[src/shared/acp_pkg.sv]
// Constants, types and field layouts shared by the AGC loop and polar converter.
// Assumes a single 40 MHz clock and synchronous, already-aligned input samples.
// Summary of operation
// - Sync pulse clears accumulator when enable set.
// - Mode bit 0 median, 1 mean settling.
// - Mean mode adds error times loop gain.
// - Median mode steps fixed size, sign-driven direction.
// - Median step from active mantissa and exponent.
// - Selected gain set applies immediately.
// - Gain clamped between limits in both modes.
// - Accumulator growth proportional to loop gain.
// - Converter accepts signed 24-bit I and Q.
// - 24-bit phase, upper bits to formatter.
// - Phase scaled one over two pi.
// - Magnitude unsigned, gain 1.64676, top bit zero.
// - Magnitude MSB weighs four, phase MSB 180.
// - Seventeen iterations then latch results.
// - New sample latches partial results early.
// - Error equals threshold minus magnitude.
// - Loop gain mantissa, exponent weighting.
// - Attack pair decreases, decay pair increases gain.
// - Accumulator limited by 16-bit gain limits.
package acp_pkg;

    localparam int DATA_W   = 24;       // Width of I, Q, magnitude and phase words.
    localparam int CORD_W   = 27;       // Working width of the rotation datapath.
    localparam int FMT_W    = 16;       // Phase bits forwarded to the output formatter.
    localparam int GAIN_W   = 16;       // Width of the gain word and the limits.
    localparam int ACC_W    = 48;       // Loop accumulator width.
    localparam int SUM_W    = 50;       // Signed width used for the limited sum.
    localparam int ERR_W    = 25;       // Signed width of the gain error.
    localparam int PROD_W   = 30;       // Signed width of error times mantissa.
    localparam int ITER_MAX = 17;       // Iterations needed for full precision.
    localparam int MAG_LSB  = 2;        // Working bits dropped to weigh magnitude MSB as four.
    localparam int STEP_SH  = 21;       // Aligns the median step with a unit error.
    localparam int FRAC_W   = ACC_W - GAIN_W;   // Accumulator bits below the gain word.

    localparam logic [DATA_W-1:0] HALF_TURN = 24'h800000;   // Phase of 180 degrees.
    localparam logic [FRAC_W-1:0] FRAC_ZERO = 32'h00000000; // Fill below a limit word.
    localparam logic [4:0]        ITER_ZERO = 5'h00;        // First iteration index.
    localparam logic [4:0]        ITER_ONE  = 5'h01;        // Iteration increment.

    // Arctangent of two to the minus i, in turns scaled by two to the 24.
    localparam logic [DATA_W-1:0] ATAN_TAB [ITER_MAX] = '{
        24'h200000, 24'h12E405, 24'h09FB38, 24'h051112, 24'h028B0D, 24'h0145D8,
        24'h00A2F6, 24'h00517C, 24'h0028BE, 24'h00145F, 24'h000A30, 24'h000518,
        24'h00028C, 24'h000146, 24'h0000A3, 24'h000051, 24'h000029};

    // One stored loop gain set: attack and decay mantissa/exponent pairs.
    typedef struct packed {
        logic [3:0] attack_mantissa;    // Used when the gain must fall.
        logic [3:0] attack_exponent;
        logic [3:0] decay_mantissa;     // Used when the gain must rise.
        logic [3:0] decay_exponent;
    } acp_loop_gain_t;

    // Gain limits; each word is a 4-bit exponent over a 12-bit mantissa.
    typedef struct packed {
        logic [GAIN_W-1:0] upper;
        logic [GAIN_W-1:0] lower;
    } acp_limits_t;

    // Converter sequencing.
    typedef enum logic [0:0] {
        ACP_IDLE,
        ACP_RUN
    } acp_phase_t;

    // Whole state of the block, registered in one place.
    typedef struct packed {
        acp_phase_t                 mode;
        logic [4:0]                 iter;
        logic signed [CORD_W-1:0]   x;
        logic signed [CORD_W-1:0]   y;
        logic [DATA_W-1:0]          z;
        logic [DATA_W-1:0]          mag;
        logic [DATA_W-1:0]          phase;
        logic                       out_valid;
        logic [ACC_W-1:0]           acc;
        logic [GAIN_W-1:0]          gain;
    } acp_state_t;

endpackage : acp_pkg

[src/logic/acp_agc_polar.sv]
// Cartesian-to-polar converter and the AGC loop filter that consumes its magnitude.
// Assumes inputs synchronous to CLK, control ports held steady by software, and one
// input sample per IN_VALID pulse from the filter stage.
module acp_agc_polar #(
    parameter int ITERS = acp_pkg::ITER_MAX     // Iterations before a natural latch.
) (
    input  wire logic                               CLK,
    input  wire logic                               ARST_N,
    input  wire logic                               IN_VALID,
    input  wire logic signed [acp_pkg::DATA_W-1:0]  IN_I,
    input  wire logic signed [acp_pkg::DATA_W-1:0]  IN_Q,
    input  wire logic                               SYNC,
    input  wire logic                               SYNC_CLEAR_EN,
    input  wire logic                               SETTLE_MEAN,
    input  wire logic                               GAIN_SET_SEL,
    input  wire acp_pkg::acp_loop_gain_t            LOOP_GAIN_SET0,
    input  wire acp_pkg::acp_loop_gain_t            LOOP_GAIN_SET1,
    input  wire acp_pkg::acp_limits_t               GAIN_LIMITS,
    input  wire logic [acp_pkg::DATA_W-1:0]         THRESHOLD,
    output logic [acp_pkg::DATA_W-1:0]              MAG,
    output logic [acp_pkg::DATA_W-1:0]              PHASE,
    output logic [acp_pkg::FMT_W-1:0]               PHASE_FMT,
    output logic                                    OUT_VALID,
    output logic [acp_pkg::GAIN_W-1:0]              AGC_GAIN
);

    // The arctangent table holds only full-precision entries, so more are refused.
    if (ITERS < 1 || ITERS > acp_pkg::ITER_MAX) begin : bad_iters
        $error("ITERS must lie between 1 and 17");
    end

    localparam logic [4:0] ITER_LAST = 5'(ITERS - 1);   // Index of the final iteration.

    // Local copies of the package widths so that size casts name a plain constant.
    localparam int CORD_W = acp_pkg::CORD_W;    // Rotation datapath width.
    localparam int ERR_W  = acp_pkg::ERR_W;     // Gain error width.
    localparam int PROD_W = acp_pkg::PROD_W;    // Scaled error width.
    localparam int SUM_W  = acp_pkg::SUM_W;     // Limited sum width.

    acp_pkg::acp_state_t state;         // Registered state of the block.
    acp_pkg::acp_state_t next_state;    // Value it takes at the next edge.

    // Picks the attack or decay pair of the set in force; shared by both settling modes.
    function automatic logic [7:0] pick_gain(input logic sel, input logic rise,
                                             input acp_pkg::acp_loop_gain_t s0,
                                             input acp_pkg::acp_loop_gain_t s1);
        acp_pkg::acp_loop_gain_t s;
        s = sel ? s1 : s0;
        return rise ? {s.decay_mantissa, s.decay_exponent}
                    : {s.attack_mantissa, s.attack_exponent};
    endfunction : pick_gain

    // Converter, error scaling and loop filter in one next-state process.
    always_comb begin
        logic signed [acp_pkg::CORD_W-1:0] xi;      // Extended I input.
        logic signed [acp_pkg::CORD_W-1:0] yi;      // Extended Q input.
        logic signed [acp_pkg::CORD_W-1:0] xs;      // Shifted x for this iteration.
        logic signed [acp_pkg::CORD_W-1:0] ys;      // Shifted y for this iteration.
        logic signed [acp_pkg::ERR_W-1:0]  err;     // Threshold minus magnitude.
        logic signed [acp_pkg::PROD_W-1:0] prod;    // Error times mantissa.
        logic signed [acp_pkg::SUM_W-1:0]  delta;   // Change applied to the sum.
        logic signed [acp_pkg::SUM_W-1:0]  sum;     // Unlimited new sum.
        logic signed [acp_pkg::SUM_W-1:0]  lim_hi;  // Upper limit at sum scale.
        logic signed [acp_pkg::SUM_W-1:0]  lim_lo;  // Lower limit at sum scale.
        logic [7:0]                        lg;      // Active mantissa and exponent.
        logic                              latch;   // Results are latched this cycle.
        xi = '0;
        yi = '0;
        xs = '0;
        ys = '0;
        err = '0;
        prod = '0;
        delta = '0;
        sum = '0;
        lim_hi = '0;
        lim_lo = '0;
        lg = '0;
        latch = 1'b0;
        next_state = state;
        next_state.out_valid = 1'b0;

        // One rotation per clock; y is driven toward zero and z collects the angle.
        if (state.mode == acp_pkg::ACP_RUN) begin
            xs = state.x >>> state.iter;
            ys = state.y >>> state.iter;
            if (!state.y[acp_pkg::CORD_W-1]) begin
                next_state.x = state.x + ys;
                next_state.y = state.y - xs;
                next_state.z = state.z + acp_pkg::ATAN_TAB[state.iter];
            end else begin
                next_state.x = state.x - ys;
                next_state.y = state.y + xs;
                next_state.z = state.z - acp_pkg::ATAN_TAB[state.iter];
            end
            next_state.iter = state.iter + acp_pkg::ITER_ONE;
            if (state.iter == ITER_LAST) begin
                latch = 1'b1;                       // Full precision reached.
                next_state.mode = acp_pkg::ACP_IDLE;
            end
        end

        // A new sample cuts a run short; the partial result is what gets latched.
        if (IN_VALID) begin
            latch = (state.mode == acp_pkg::ACP_RUN);
            xi = CORD_W'(IN_I);
            yi = CORD_W'(IN_Q);
            // Left half-plane vectors are turned by a half turn so rotations converge.
            if (IN_I[acp_pkg::DATA_W-1]) begin
                next_state.x = -xi;
                next_state.y = -yi;
                next_state.z = acp_pkg::HALF_TURN;
            end else begin
                next_state.x = xi;
                next_state.y = yi;
                next_state.z = '0;
            end
            next_state.iter = acp_pkg::ITER_ZERO;
            next_state.mode = acp_pkg::ACP_RUN;
            next_state.gain = state.acc[acp_pkg::ACC_W-1 -: acp_pkg::GAIN_W];
        end

        // The working x carries the 1.64676 rotation gain; dropping two bits sets the
        // MSB weight to four, and since x stays below 2.33 that MSB reads zero.
        if (latch) begin
            next_state.mag = state.x[acp_pkg::MAG_LSB +: acp_pkg::DATA_W];
            next_state.phase = state.z;
            next_state.out_valid = 1'b1;
        end

        // Loop filter runs once per delivered magnitude, in the cycle that it appears.
        if (state.out_valid) begin
            err = ERR_W'(THRESHOLD) - ERR_W'(state.mag);
            // A negative error means the output is too big, so the attack pair applies.
            lg = pick_gain(GAIN_SET_SEL, !err[acp_pkg::ERR_W-1],
                           LOOP_GAIN_SET0, LOOP_GAIN_SET1);
            if (SETTLE_MEAN) begin
                // Proportional step; the fixed 2^-19 weighting lives in the fraction bits.
                prod = PROD_W'(err) * PROD_W'(signed'({1'b0, lg[7:4]}));
                delta = SUM_W'(prod) <<< lg[3:0];
            end else if (err != '0) begin
                // Step size equals the mean step for a unit error, sign only from error.
                delta = (SUM_W'(lg[7:4]) <<< lg[3:0]) <<< acp_pkg::STEP_SH;
                if (err[acp_pkg::ERR_W-1]) begin
                    delta = -delta;
                end
            end
            // A zero mantissa gives a zero delta in both modes.
            sum = SUM_W'(state.acc) + delta;
            lim_hi = SUM_W'({GAIN_LIMITS.upper, acp_pkg::FRAC_ZERO});
            lim_lo = SUM_W'({GAIN_LIMITS.lower, acp_pkg::FRAC_ZERO});
            // Lower limit is checked last so crossed limits resolve to the lower one.
            if (sum > lim_hi) begin
                sum = lim_hi;
            end
            if (sum < lim_lo) begin
                sum = lim_lo;
            end
            next_state.acc = sum[acp_pkg::ACC_W-1:0];
        end

        // Sync clear beats any update landing in the same cycle.
        if (SYNC && SYNC_CLEAR_EN) begin
            next_state.acc = '0;
        end
    end

    // Single state register; reset loads constants only.
    always_ff @(posedge CLK or negedge ARST_N) begin
        if (!ARST_N) begin
            state <= '{mode: acp_pkg::ACP_IDLE, iter: '0, x: '0, y: '0, z: '0, mag: '0,
                       phase: '0, out_valid: 1'b0, acc: '0, gain: '0};
        end else begin
            state <= next_state;
        end
    end

    // Outputs are taken straight from the state register.
    assign MAG       = state.mag;
    assign PHASE     = state.phase;
    assign PHASE_FMT = state.phase[acp_pkg::DATA_W-1 -: acp_pkg::FMT_W];
    assign OUT_VALID = state.out_valid;
    assign AGC_GAIN  = state.gain;

endmodule : acp_agc_polar

[config.mk]
export PLATFORM = sky130hd
export DESIGN_NAME = acp_agc_polar
export DESIGN_NICKNAME = d
export VERILOG_FILES = /design/src/shared/acp_pkg.sv /design/src/logic/acp_agc_polar.sv
export SDC_FILE = /design/constraint.sdc
export NUM_CORES = 1
export LEC_CHECK = 0
export ABC_AREA = 1
export BUFFER_PORTS_ARGS = -buffer_cell sky130_fd_sc_hd__buf_2
export CORE_ASPECT_RATIO = 2
export CORE_MARGIN = 8
export CORE_UTILIZATION = 45
export CTS_CLUSTER_DIAMETER = 100
export CTS_CLUSTER_SIZE = 10
export DETAILED_ROUTE_END_ITERATION = 6
export GPL_ROUTABILITY_DRIVEN = 0
export PLACE_DENSITY = 0.68
export SLEW_MARGIN = 30
export SYNTH_ARGS = -nofsm -noshare
export SYNTH_HDL_FRONTEND = slang
export SYNTH_SLANG_ARGS = --single-unit
[constraint.sdc]
create_clock -name CLK -period 17.3 [get_ports CLK]
set_clock_uncertainty 0.2 [all_clocks]
set_input_delay 2.595 -clock CLK [delete_from_list [all_inputs] [get_ports CLK]]
set_output_delay 2.595 -clock CLK [all_outputs]
set_load 0.02 [all_outputs]
==> metrics.log, run 1 <==
INFO  metric status = finished, final reports clean
INFO  metric critical_path.most_common_cell = sky130_fd_sc_hd__nor2_1
INFO  metric grt_start_max_net_pins = 94
INFO  metric grt_usage = 0.2477
INFO  metric clkTransAtPathRegs = 0.08 ns
INFO  metric finalHoldWorstSlack = 0.2744 ns
INFO  metric tritoncts = yes
INFO  metric drive_above_1_share = 0.08788
INFO  metric cts_sinks = 197
INFO  metric max-cap-violations = 0
INFO  metric worst-slew-pin-transition = 0.8822 ns
INFO  metric inserted_clock_buffers = 17
INFO  metric timing.critical_path.slowest_stage_cell = sky130_fd_sc_hd__fa_1
INFO  metric cts-root-buf = sky130_fd_sc_hd__clkbuf_16
INFO  metric layout_min_cycle_time = 16.02 ns
INFO  metric ys_async_sr_fraction = 1.000
INFO  metric hold_path_class = register to register
INFO  metric floorplan.rows = 130
INFO  metric synth_cell_type_count = 65
INFO  metric portBuffers = 223
INFO  metric timing_worst_setup_path_type = primary input to register
INFO  metric postRouteAntennaNets = 0
INFO  metric worst_ep_arrival_time = 16.20 ns
INFO  metric worst_setup_path_end_kind = register
INFO  metric fmax = 62.43 MHz
INFO  metric crit_path_max_fanout = 33
INFO  metric avgRoutedWirePerCell = 16.82 um
INFO  metric syn-cell-area = 28,260 sq um
INFO  metric detail_route.drc_violations = 0
INFO  metric number_of_nets_in_the_synthesized_netlist = 4,895
INFO  metric die_width = 193.2 um
INFO  metric synth-edff-count = 0
INFO  metric ys_ff_latch = 197
INFO  metric detailed_route_via_count = 29,590
INFO  metric filler_cell_count = 6,579
INFO  metric worst_path_largest_cell_delay = 0.54 ns
INFO  metric worst_setup_start_kind = primary input
INFO  metric clk_latency = 0.49 ns
INFO  metric synthFlopType = sky130_fd_sc_hd__dfrtp_1
INFO  metric seq_total_area_yosys = 0.1745
INFO  metric top_level_ports = 224
INFO  metric grt_setup_unrepaired = no
INFO  metric postSynthAreaPerCell = 6.354 sq um
INFO  metric timing.final.crit_share = 0.9259
INFO  metric detailedRoute.firstIterationViolations = 2,666
INFO  metric routed_wire_length = 88.99 mm
INFO  metric antenna_found_initial = 4
INFO  metric finalSetupViolCount = 0
INFO  metric layout.core_utilization = 0.4818
INFO  metric grt_first_pass_wirelength = 144.9 mm
INFO  metric fp.dieArea = 71,550 sq um
INFO  metric chip_height = 370.4 um
INFO  metric timing_max_transition_violations_final = 0
INFO  metric final_net_count = 4,930
INFO  metric hold_viol = 0
INFO  metric htree_levels = 4
INFO  metric placeableCoreArea = 62,460 sq um
INFO  metric synthesis.yosys.warnings = 0
INFO  metric syn_to_final_growth = 6.500%
INFO  metric maxSlewHeadroom = 0.4097
INFO  metric drt-pass1-iter-count = 7
INFO  metric clockBufferDepth = 2
INFO  metric floorplan.initialDensity = 0.4524
INFO  metric global_route.overflow_total = 0
INFO  metric first_global_vias = 28,630
INFO  metric worstPathRequired = 17.48 ns
INFO  metric dpl.hpwl = 70.65 mm
INFO  metric syn-instance-count = 4,447
INFO  metric drt-vias-per-instance = 5.593
==> layer usage <==
metal	track usage	vias up	part of all wire
met2	0.3978	1217	0.45
met5	0	-	0.00011
li1	-	14620	-
met4	0.08628	2	0.030
met1	0.3290	13560	0.44
met3	0.04401	192	0.081
==> cell usage after synthesis (4+ instances only) <==
cell type                     n  area share
sky130_fd_sc_hd__a211oi_1    13      0.0035
sky130_fd_sc_hd__a21boi_0    11      0.0029
sky130_fd_sc_hd__a21o_1       9      0.0024
sky130_fd_sc_hd__a21oi_1    337       0.060
sky130_fd_sc_hd__a31oi_1     19      0.0042
sky130_fd_sc_hd__and3_1       4     0.00089
sky130_fd_sc_hd__buf_1       30      0.0040
sky130_fd_sc_hd__buf_2        9      0.0016
sky130_fd_sc_hd__buf_4       84       0.022
sky130_fd_sc_hd__buf_6        7      0.0028
sky130_fd_sc_hd__clkbuf_1   113       0.015
sky130_fd_sc_hd__clkinv_1     6     0.00080
sky130_fd_sc_hd__dfrtp_1    197        0.17
sky130_fd_sc_hd__fa_1        56       0.040
sky130_fd_sc_hd__ha_1       249        0.11
sky130_fd_sc_hd__inv_1      632       0.084
sky130_fd_sc_hd__inv_2        4     0.00053
sky130_fd_sc_hd__mux2i_1     51       0.018
sky130_fd_sc_hd__nand2_1   1049        0.14
sky130_fd_sc_hd__nand2_2     24      0.0053
sky130_fd_sc_hd__nand3_1    184       0.033
sky130_fd_sc_hd__nand3_2     10      0.0035
sky130_fd_sc_hd__nand3b_1     6      0.0016
sky130_fd_sc_hd__nand4_1     40      0.0089
sky130_fd_sc_hd__nor2_1     366       0.049
sky130_fd_sc_hd__nor2_2       5      0.0011
sky130_fd_sc_hd__nor3_1      52      0.0092
sky130_fd_sc_hd__nor4_1      10      0.0022
sky130_fd_sc_hd__o211ai_1    39       0.010
sky130_fd_sc_hd__o21ai_0    451       0.080
sky130_fd_sc_hd__o21ai_1     13      0.0023
sky130_fd_sc_hd__o21bai_1    20      0.0053
sky130_fd_sc_hd__o221ai_1    48       0.015
sky130_fd_sc_hd__o22ai_1     35      0.0077
sky130_fd_sc_hd__o31ai_1     16      0.0043
sky130_fd_sc_hd__or2_2       30      0.0066
sky130_fd_sc_hd__xnor2_1     56       0.017
sky130_fd_sc_hd__xor2_1     120       0.037
==> path summary, 6_finish.rpt <==
check | startpoint | end | slack (ns) | cells past startpoint
setup / recovery | THRESHOLD[0] | state[48]$_DFFE_PN0P_ | 1.28 | 87
hold / removal | AGC_GAIN[1]$_DFFE_PN0P_ | AGC_GAIN[1]$_DFFE_PN0P_ | 0.27 | 2
setup reg to reg | MAG[3]$_DFFE_PN0P_ | state[48]$_DFFE_PN0P_ | 3.04 | 84
hold reg to reg | AGC_GAIN[1]$_DFFE_PN0P_ | AGC_GAIN[1]$_DFFE_PN0P_ | 0.27 | 2
max in group asynchronous | ARST_N | state[196]$_DFF_PN0_ | 13.57 | 2
min in group asynchronous | ARST_N | state[27]$_DFFE_PN0P_ | 1.90 | 1
==> stage by stage <==
| stage | setup slack [ns] | instances | area [sq um] | setup TNS (ns) |
|---|---|---|---|---|
| floorplan | 2.597 | 4447 | 28260 | 0 |
| global placement | 0.4178 | 5249 | 29330 | 0 |
| detailed placement | -0.03465 | 5249 | 29330 | -0.03465 |
| CTS | 0.4328 | 5281 | 29960 | 0 |
| global route | 0.02657 | 5288 | 30090 | 0 |
| finish | 1.282 | 5291 | 30090 | 0 |
==> cells by family after synthesis <==
logic type,count (synthesis),share of synthesized area
simple gates,1793,0.2647
compound gates,1035,0.2052
buf+inv,887,0.1319
fa+ha+maj,305,0.1499
flops,197,0.1745
xor+xnor,176,0.05455
mux,54,0.01926
==> state kept, by name, summed over array words and instances, names as in the netlist <==
signal and flops:
state 132, MAG 24, PHASE 24, AGC_GAIN 16
OUT_VALID 1
==> final cells by class <==
type | count | area, sq um | share of cell area
multi-input combinational | 3365 | 19700 | 0.6546
sequential | 197 | 4931 | 0.1639
inverter | 642 | 2410 | 0.08008
timing repair buffer | 259 | 1424 | 0.04731
tap | 792 | 991.0 | 0.03293
clock buffer | 19 | 442.9 | 0.01472
clock inverter | 13 | 186.4 | 0.006195
antenna | 4 | 10.01 | 0.0003326
==> layout by cell type, fill, tap and decap left out, types with 10 or more instances in the layout <==
cell type	count
sky130_fd_sc_hd__clkbuf_16	17
sky130_fd_sc_hd__dfrtp_1	196
sky130_fd_sc_hd__nand2_1	1047
sky130_fd_sc_hd__o31ai_1	16
sky130_fd_sc_hd__o21ai_0	444
sky130_fd_sc_hd__o22ai_1	35
sky130_fd_sc_hd__xor2_1	118
sky130_fd_sc_hd__nor3_1	52
sky130_fd_sc_hd__o211ai_1	39
sky130_fd_sc_hd__nand3_1	184
sky130_fd_sc_hd__o21ai_1	19
sky130_fd_sc_hd__nand3_2	10
sky130_fd_sc_hd__fa_1	56
sky130_fd_sc_hd__inv_1	631
sky130_fd_sc_hd__ha_1	249
sky130_fd_sc_hd__buf_2	222
sky130_fd_sc_hd__nand4_1	40
sky130_fd_sc_hd__a211oi_1	13
sky130_fd_sc_hd__xnor2_1	55
sky130_fd_sc_hd__mux2i_1	51
sky130_fd_sc_hd__o21bai_1	20
sky130_fd_sc_hd__nand2_2	24
sky130_fd_sc_hd__nor4_1	10
sky130_fd_sc_hd__a21oi_1	335
sky130_fd_sc_hd__a31oi_1	19
sky130_fd_sc_hd__or2_2	30
sky130_fd_sc_hd__nor2_1	364
sky130_fd_sc_hd__buf_4	33
sky130_fd_sc_hd__o221ai_1	48
==> critical path, delay by kind of cell <==
family                     cells  cell delay [ns]
and+or+nand+nor               45             4.93
AOI/OAI and AO/OA             22             3.94
adders and majority gates      9             3.26
xor gates and xnor gates       3             0.72
buffers and inverters          8             0.70
==> what timing repair did <==
item,4_1_cts,5_1_grt
setup endpoints to repair,0,48
resized for setup,0,22
hold buffers,0,0
buffers inserted,0,4
Power of run 1 is left out: the tool's default activity adds up to more than one toggle a clock period on the data nets, which glitch-free logic cannot reach.
==> inputs of run 2 (changes only) <==
- ABC_AREA: 1 -> unset
- CTS_BUF_LIST: unset -> sky130_fd_sc_hd__clkbuf_4 sky130_fd_sc_hd__clkbuf_8
==> run 2 against run 1 <==
Effect of this change: the flow now finishes with violations (design-rule violations); sequential share of layout area is 0.98 points lower; synthesized cell count is 14% lower; worst hold slack better by 0.0016 ns; global-route usage is 2.1 points lower; die area is 3.0% higher; setup slack worse by 0.69 ns; flip-flop and latch count stayed put; first-iteration DRC count is 14% lower; via count is 4.1% lower; area after synthesis is 3.2% higher.
==> metrics.log, run 2 <==
INFO  metric status = finished, violations left
INFO  metric violations_in_the_final_reports = design-rule violations
INFO  metric final_net_count = 4,412
INFO  metric synth_cell_type_count = 96
INFO  metric timing_max_transition_violations_final = 0
INFO  metric seq_total_area_yosys = 0.1691
INFO  metric fmax = 59.85 MHz
INFO  metric clkTransAtPathRegs = 0.11 ns
INFO  metric r2r_slack = 2.37 ns
INFO  metric largest_register_ffs = 132
INFO  metric seqCellArea = 4943 sq um
INFO  metric detailedRoute.firstIterationViolations = 2,285
INFO  metric timing_worst_setup_path_type = primary input to register
INFO  metric critical_path.top_delay_family = compound AO/OA/AOI/OAI gates
INFO  metric post_synth_fa_ha_maj_area_fraction = 0.1453
INFO  metric cts_sinks = 197
INFO  metric worst_setup_start_kind = primary input
INFO  metric ys_async_sr_fraction = 1.000
INFO  metric hold_viol = 0
INFO  metric tritoncts = yes
INFO  metric die_width = 196.0 um
INFO  metric maxSlewHeadroom = 0.3201
INFO  metric pre_cts_ws = -0.2290 ns
INFO  metric synthMostInstantiatedCell = sky130_fd_sc_hd__nand2_1
INFO  metric detail_route.drc_violations = 3
INFO  metric worst_setup_path_end_kind = register
INFO  metric cts-root-buf = sky130_fd_sc_hd__clkbuf_8
INFO  metric top_level_ports = 224
INFO  metric drt-pass1-iter-count = 7
INFO  metric filler_cell_count = 6,330
INFO  metric inserted_clock_buffers = 17
INFO  metric synth_top_area_frac = 0.1691
INFO  metric first_global_vias = 27,010
INFO  metric floorplan.rows = 132
INFO  metric drt-vias-per-instance = 5.934
INFO  metric worst-slew-pin-transition = 1.000 ns
INFO  metric detailed_route_via_count = 28,380
INFO  metric number_of_nets_in_the_synthesized_netlist = 4,267
INFO  metric postSynthAreaPerCell = 7.633 sq um
INFO  metric fp.dieArea = 73,670 sq um
INFO  metric worst_ep_arrival_time = 16.95 ns
INFO  metric routed_wire_length = 87.61 mm
INFO  metric grt_start_max_net_pins = 77
INFO  metric synthTopCellsByCount = sky130_fd_sc_hd__nand2_1 (453), sky130_fd_sc_hd__nor2_1 (383), sky130_fd_sc_hd__a21oi_1 (283)
INFO  metric registers.top_by_ff_count = state
INFO  metric placeableCoreArea = 64,410 sq um
INFO  metric syn-instance-count = 3,819
INFO  metric global_route.overflow_total = 0
INFO  metric hold_path_startpoint = PHASE[4]$_DFFE_PN0P_
INFO  metric worst_path_largest_cell_delay = 0.54 ns
INFO  metric post_synth_and_or_nand_nor_area_fraction = 0.1958
INFO  metric synthesis.yosys.warnings = 0
INFO  metric layout_min_cycle_time = 16.71 ns
INFO  metric r2r.worst_path.cells = 75
INFO  metric timing.final.crit_share = 0.9657
INFO  metric critical_path.most_common_cell = sky130_fd_sc_hd__nor2b_1
INFO  metric chip_height = 375.9 um
INFO  metric grt_usage = 0.2271
INFO  metric finalSetupViolCount = 0
INFO  metric syn-cell-area = 29,150 sq um
INFO  metric drive_above_1_share = 0.1647
INFO  metric grt_first_pass_wirelength = 139.2 mm
INFO  metric htree_levels = 4
INFO  metric commonest_non_fill_non_tap_cell_in_the_layout = sky130_fd_sc_hd__nand2_1
INFO  metric netlist.top_cell.by_area = sky130_fd_sc_hd__dfrtp_1
INFO  metric synth_area_leaders = sky130_fd_sc_hd__dfrtp_1 (17%), sky130_fd_sc_hd__ha_1 (11%), sky130_fd_sc_hd__nand2_1 (5.8%), sky130_fd_sc_hd__mux2i_1 (5.8%), sky130_fd_sc_hd__nor2_1 (4.9%)
INFO  metric multiInputGateArea = 22,300 sq um
INFO  metric avgRoutedWirePerCell = 18.32 um
INFO  metric worstReg2RegStart = MAG[0]$_DFFE_PN0P_
INFO  metric synthFlopType = sky130_fd_sc_hd__dfrtp_1
INFO  metric hold_path_class = register to register
INFO  metric max-cap-violations = 0
INFO  metric dpl.hpwl = 68.63 mm
INFO  metric postRouteAntennaNets = 0
INFO  metric antenna_found_initial = 2
INFO  metric ys_ff_latch = 197
INFO  metric clockBufferDepth = 2
INFO  metric worstPathRequired = 17.54 ns
INFO  metric synth-edff-count = 0
INFO  metric mostFrequentLayoutCells = sky130_fd_sc_hd__nand2_1 (452), sky130_fd_sc_hd__nor2_1 (380), sky130_fd_sc_hd__a21oi_1 (257)
INFO  metric portBuffers = 223
INFO  metric whs_endpoint = PHASE[4]$_DFFE_PN0P_
INFO  metric floorplan.initialDensity = 0.4525
INFO  metric layout.core_utilization = 0.4982
INFO  metric critical_path.reg2reg.endpoint = state[47]$_DFFE_PN0P_
INFO  metric crit_path_max_fanout = 6
INFO  metric syn_to_final_growth = 10.08%
INFO  metric clk_latency = 0.54 ns
INFO  metric main_combinational_cell_family_by_area_after_synthesis = compound AO/OA/AOI/OAI gates
INFO  metric synth_xor_xnor_area_share = 0.07812
INFO  metric timing.critical_path.slowest_stage_cell = sky130_fd_sc_hd__fa_1
INFO  metric setup_ws = 0.5926 ns
INFO  metric synth_mux_area_frac = 0.1112
INFO  metric critical_path_buf_inv_count = 7
INFO  metric synth_compound_area_frac = 0.2208
INFO  metric hold-path-cell-count = 2
==> run 2: cell count changes in the layout (fill, tap and decap cells not counted), moves of 111 or more <==
cell                      before  now
sky130_fd_sc_hd__mux2i_1      51  162
sky130_fd_sc_hd__buf_4        33  161
sky130_fd_sc_hd__inv_1       631  242
sky130_fd_sc_hd__nand3_1     184   58
sky130_fd_sc_hd__o21ai_0     444  229
sky130_fd_sc_hd__nand2_1    1047  452
==> run 2: per-stage QoR <==
step / hold slack [ns] / std cells / TNS [ns] / cell area [sq um]
6_report: 0.2760 / 4783 / 0 / 32090
5_1_grt: 0.3039 / 4782 / -5.292 / 32080
4_1_cts: 0.2813 / 4768 / 0 / 31610
3_5_place_dp: 0.2582 / 4736 / -8.005 / 31190
3_3_place_gp: 0.2576 / 4736 / 0 / 31190
2_1_floorplan: 0.2470 / 3819 / 0 / 29160
==> run 2: timing repair <==
action | 4_1_cts | 5_1_grt
hold buffers | 0 | 0
resized for setup | 0 | 92
endpoints found under the setup margin | 0 | 48
setup buffers | 0 | 10
==> run 2: cells by family (layout without fill, tap and decap cells) <==
logic type,after synthesis,in the layout
AO/OA/AOI/OAI,1008,1008
XOR/XNOR,260,260
adder cells (fa/ha/maj),305,305
buffers and inverters,516,672
flip-flops,197,197
multiplexers,271,271
other,0,2
AND/OR/NAND/NOR,1262,1264
==> run 2: layout make-up <==
cell class,count,share of cell area
diodes,2,0.0001560
multi-input cells,3108,0.6950
flip-flops and latches,197,0.1541
well taps,804,0.03135
clock buffers,18,0.007526
clock inverters,14,0.005693
inverters,247,0.02889
repair buffers,393,0.07733
==> run 2: tightest hold or removal path, delay by kind of cell (launching register included) <==
kind	cells	cell delay, ns
DFF	1	0.35
and+or+nand+nor	2	0.10
==> run 2: how the worst max path moves through the flow <==
| stage | startpoint | to | depth (start not counted) |
|---|---|---|---|
| global route | THRESHOLD[0] | state[18]$_DFFE_PN0P_ | 71 |
| detailed placement | THRESHOLD[0] | state[35]$_DFFE_PN0P_ | 74 |
| floorplan | THRESHOLD[0] | state[18]$_DFFE_PN0P_ | 83 |
| CTS | THRESHOLD[0] | state[52]$_DFFE_PN0P_ | 74 |
| global placement | THRESHOLD[1] | state[40]$_DFFE_PN0P_ | 75 |
| finish | THRESHOLD[0] | state[47]$_DFFE_PN0P_ | 77 |
==> run 2: per-layer routing <==
metal	wire, um	vias up	GRT usage
met2	39890	1101	0.3690
met3	5743	177	0.03109
li1	-	13720	-
met4	2908	0	0.08094
met5	0	-	0
met1	39060	13380	0.3048
Power of run 2 is left out for the same reason.
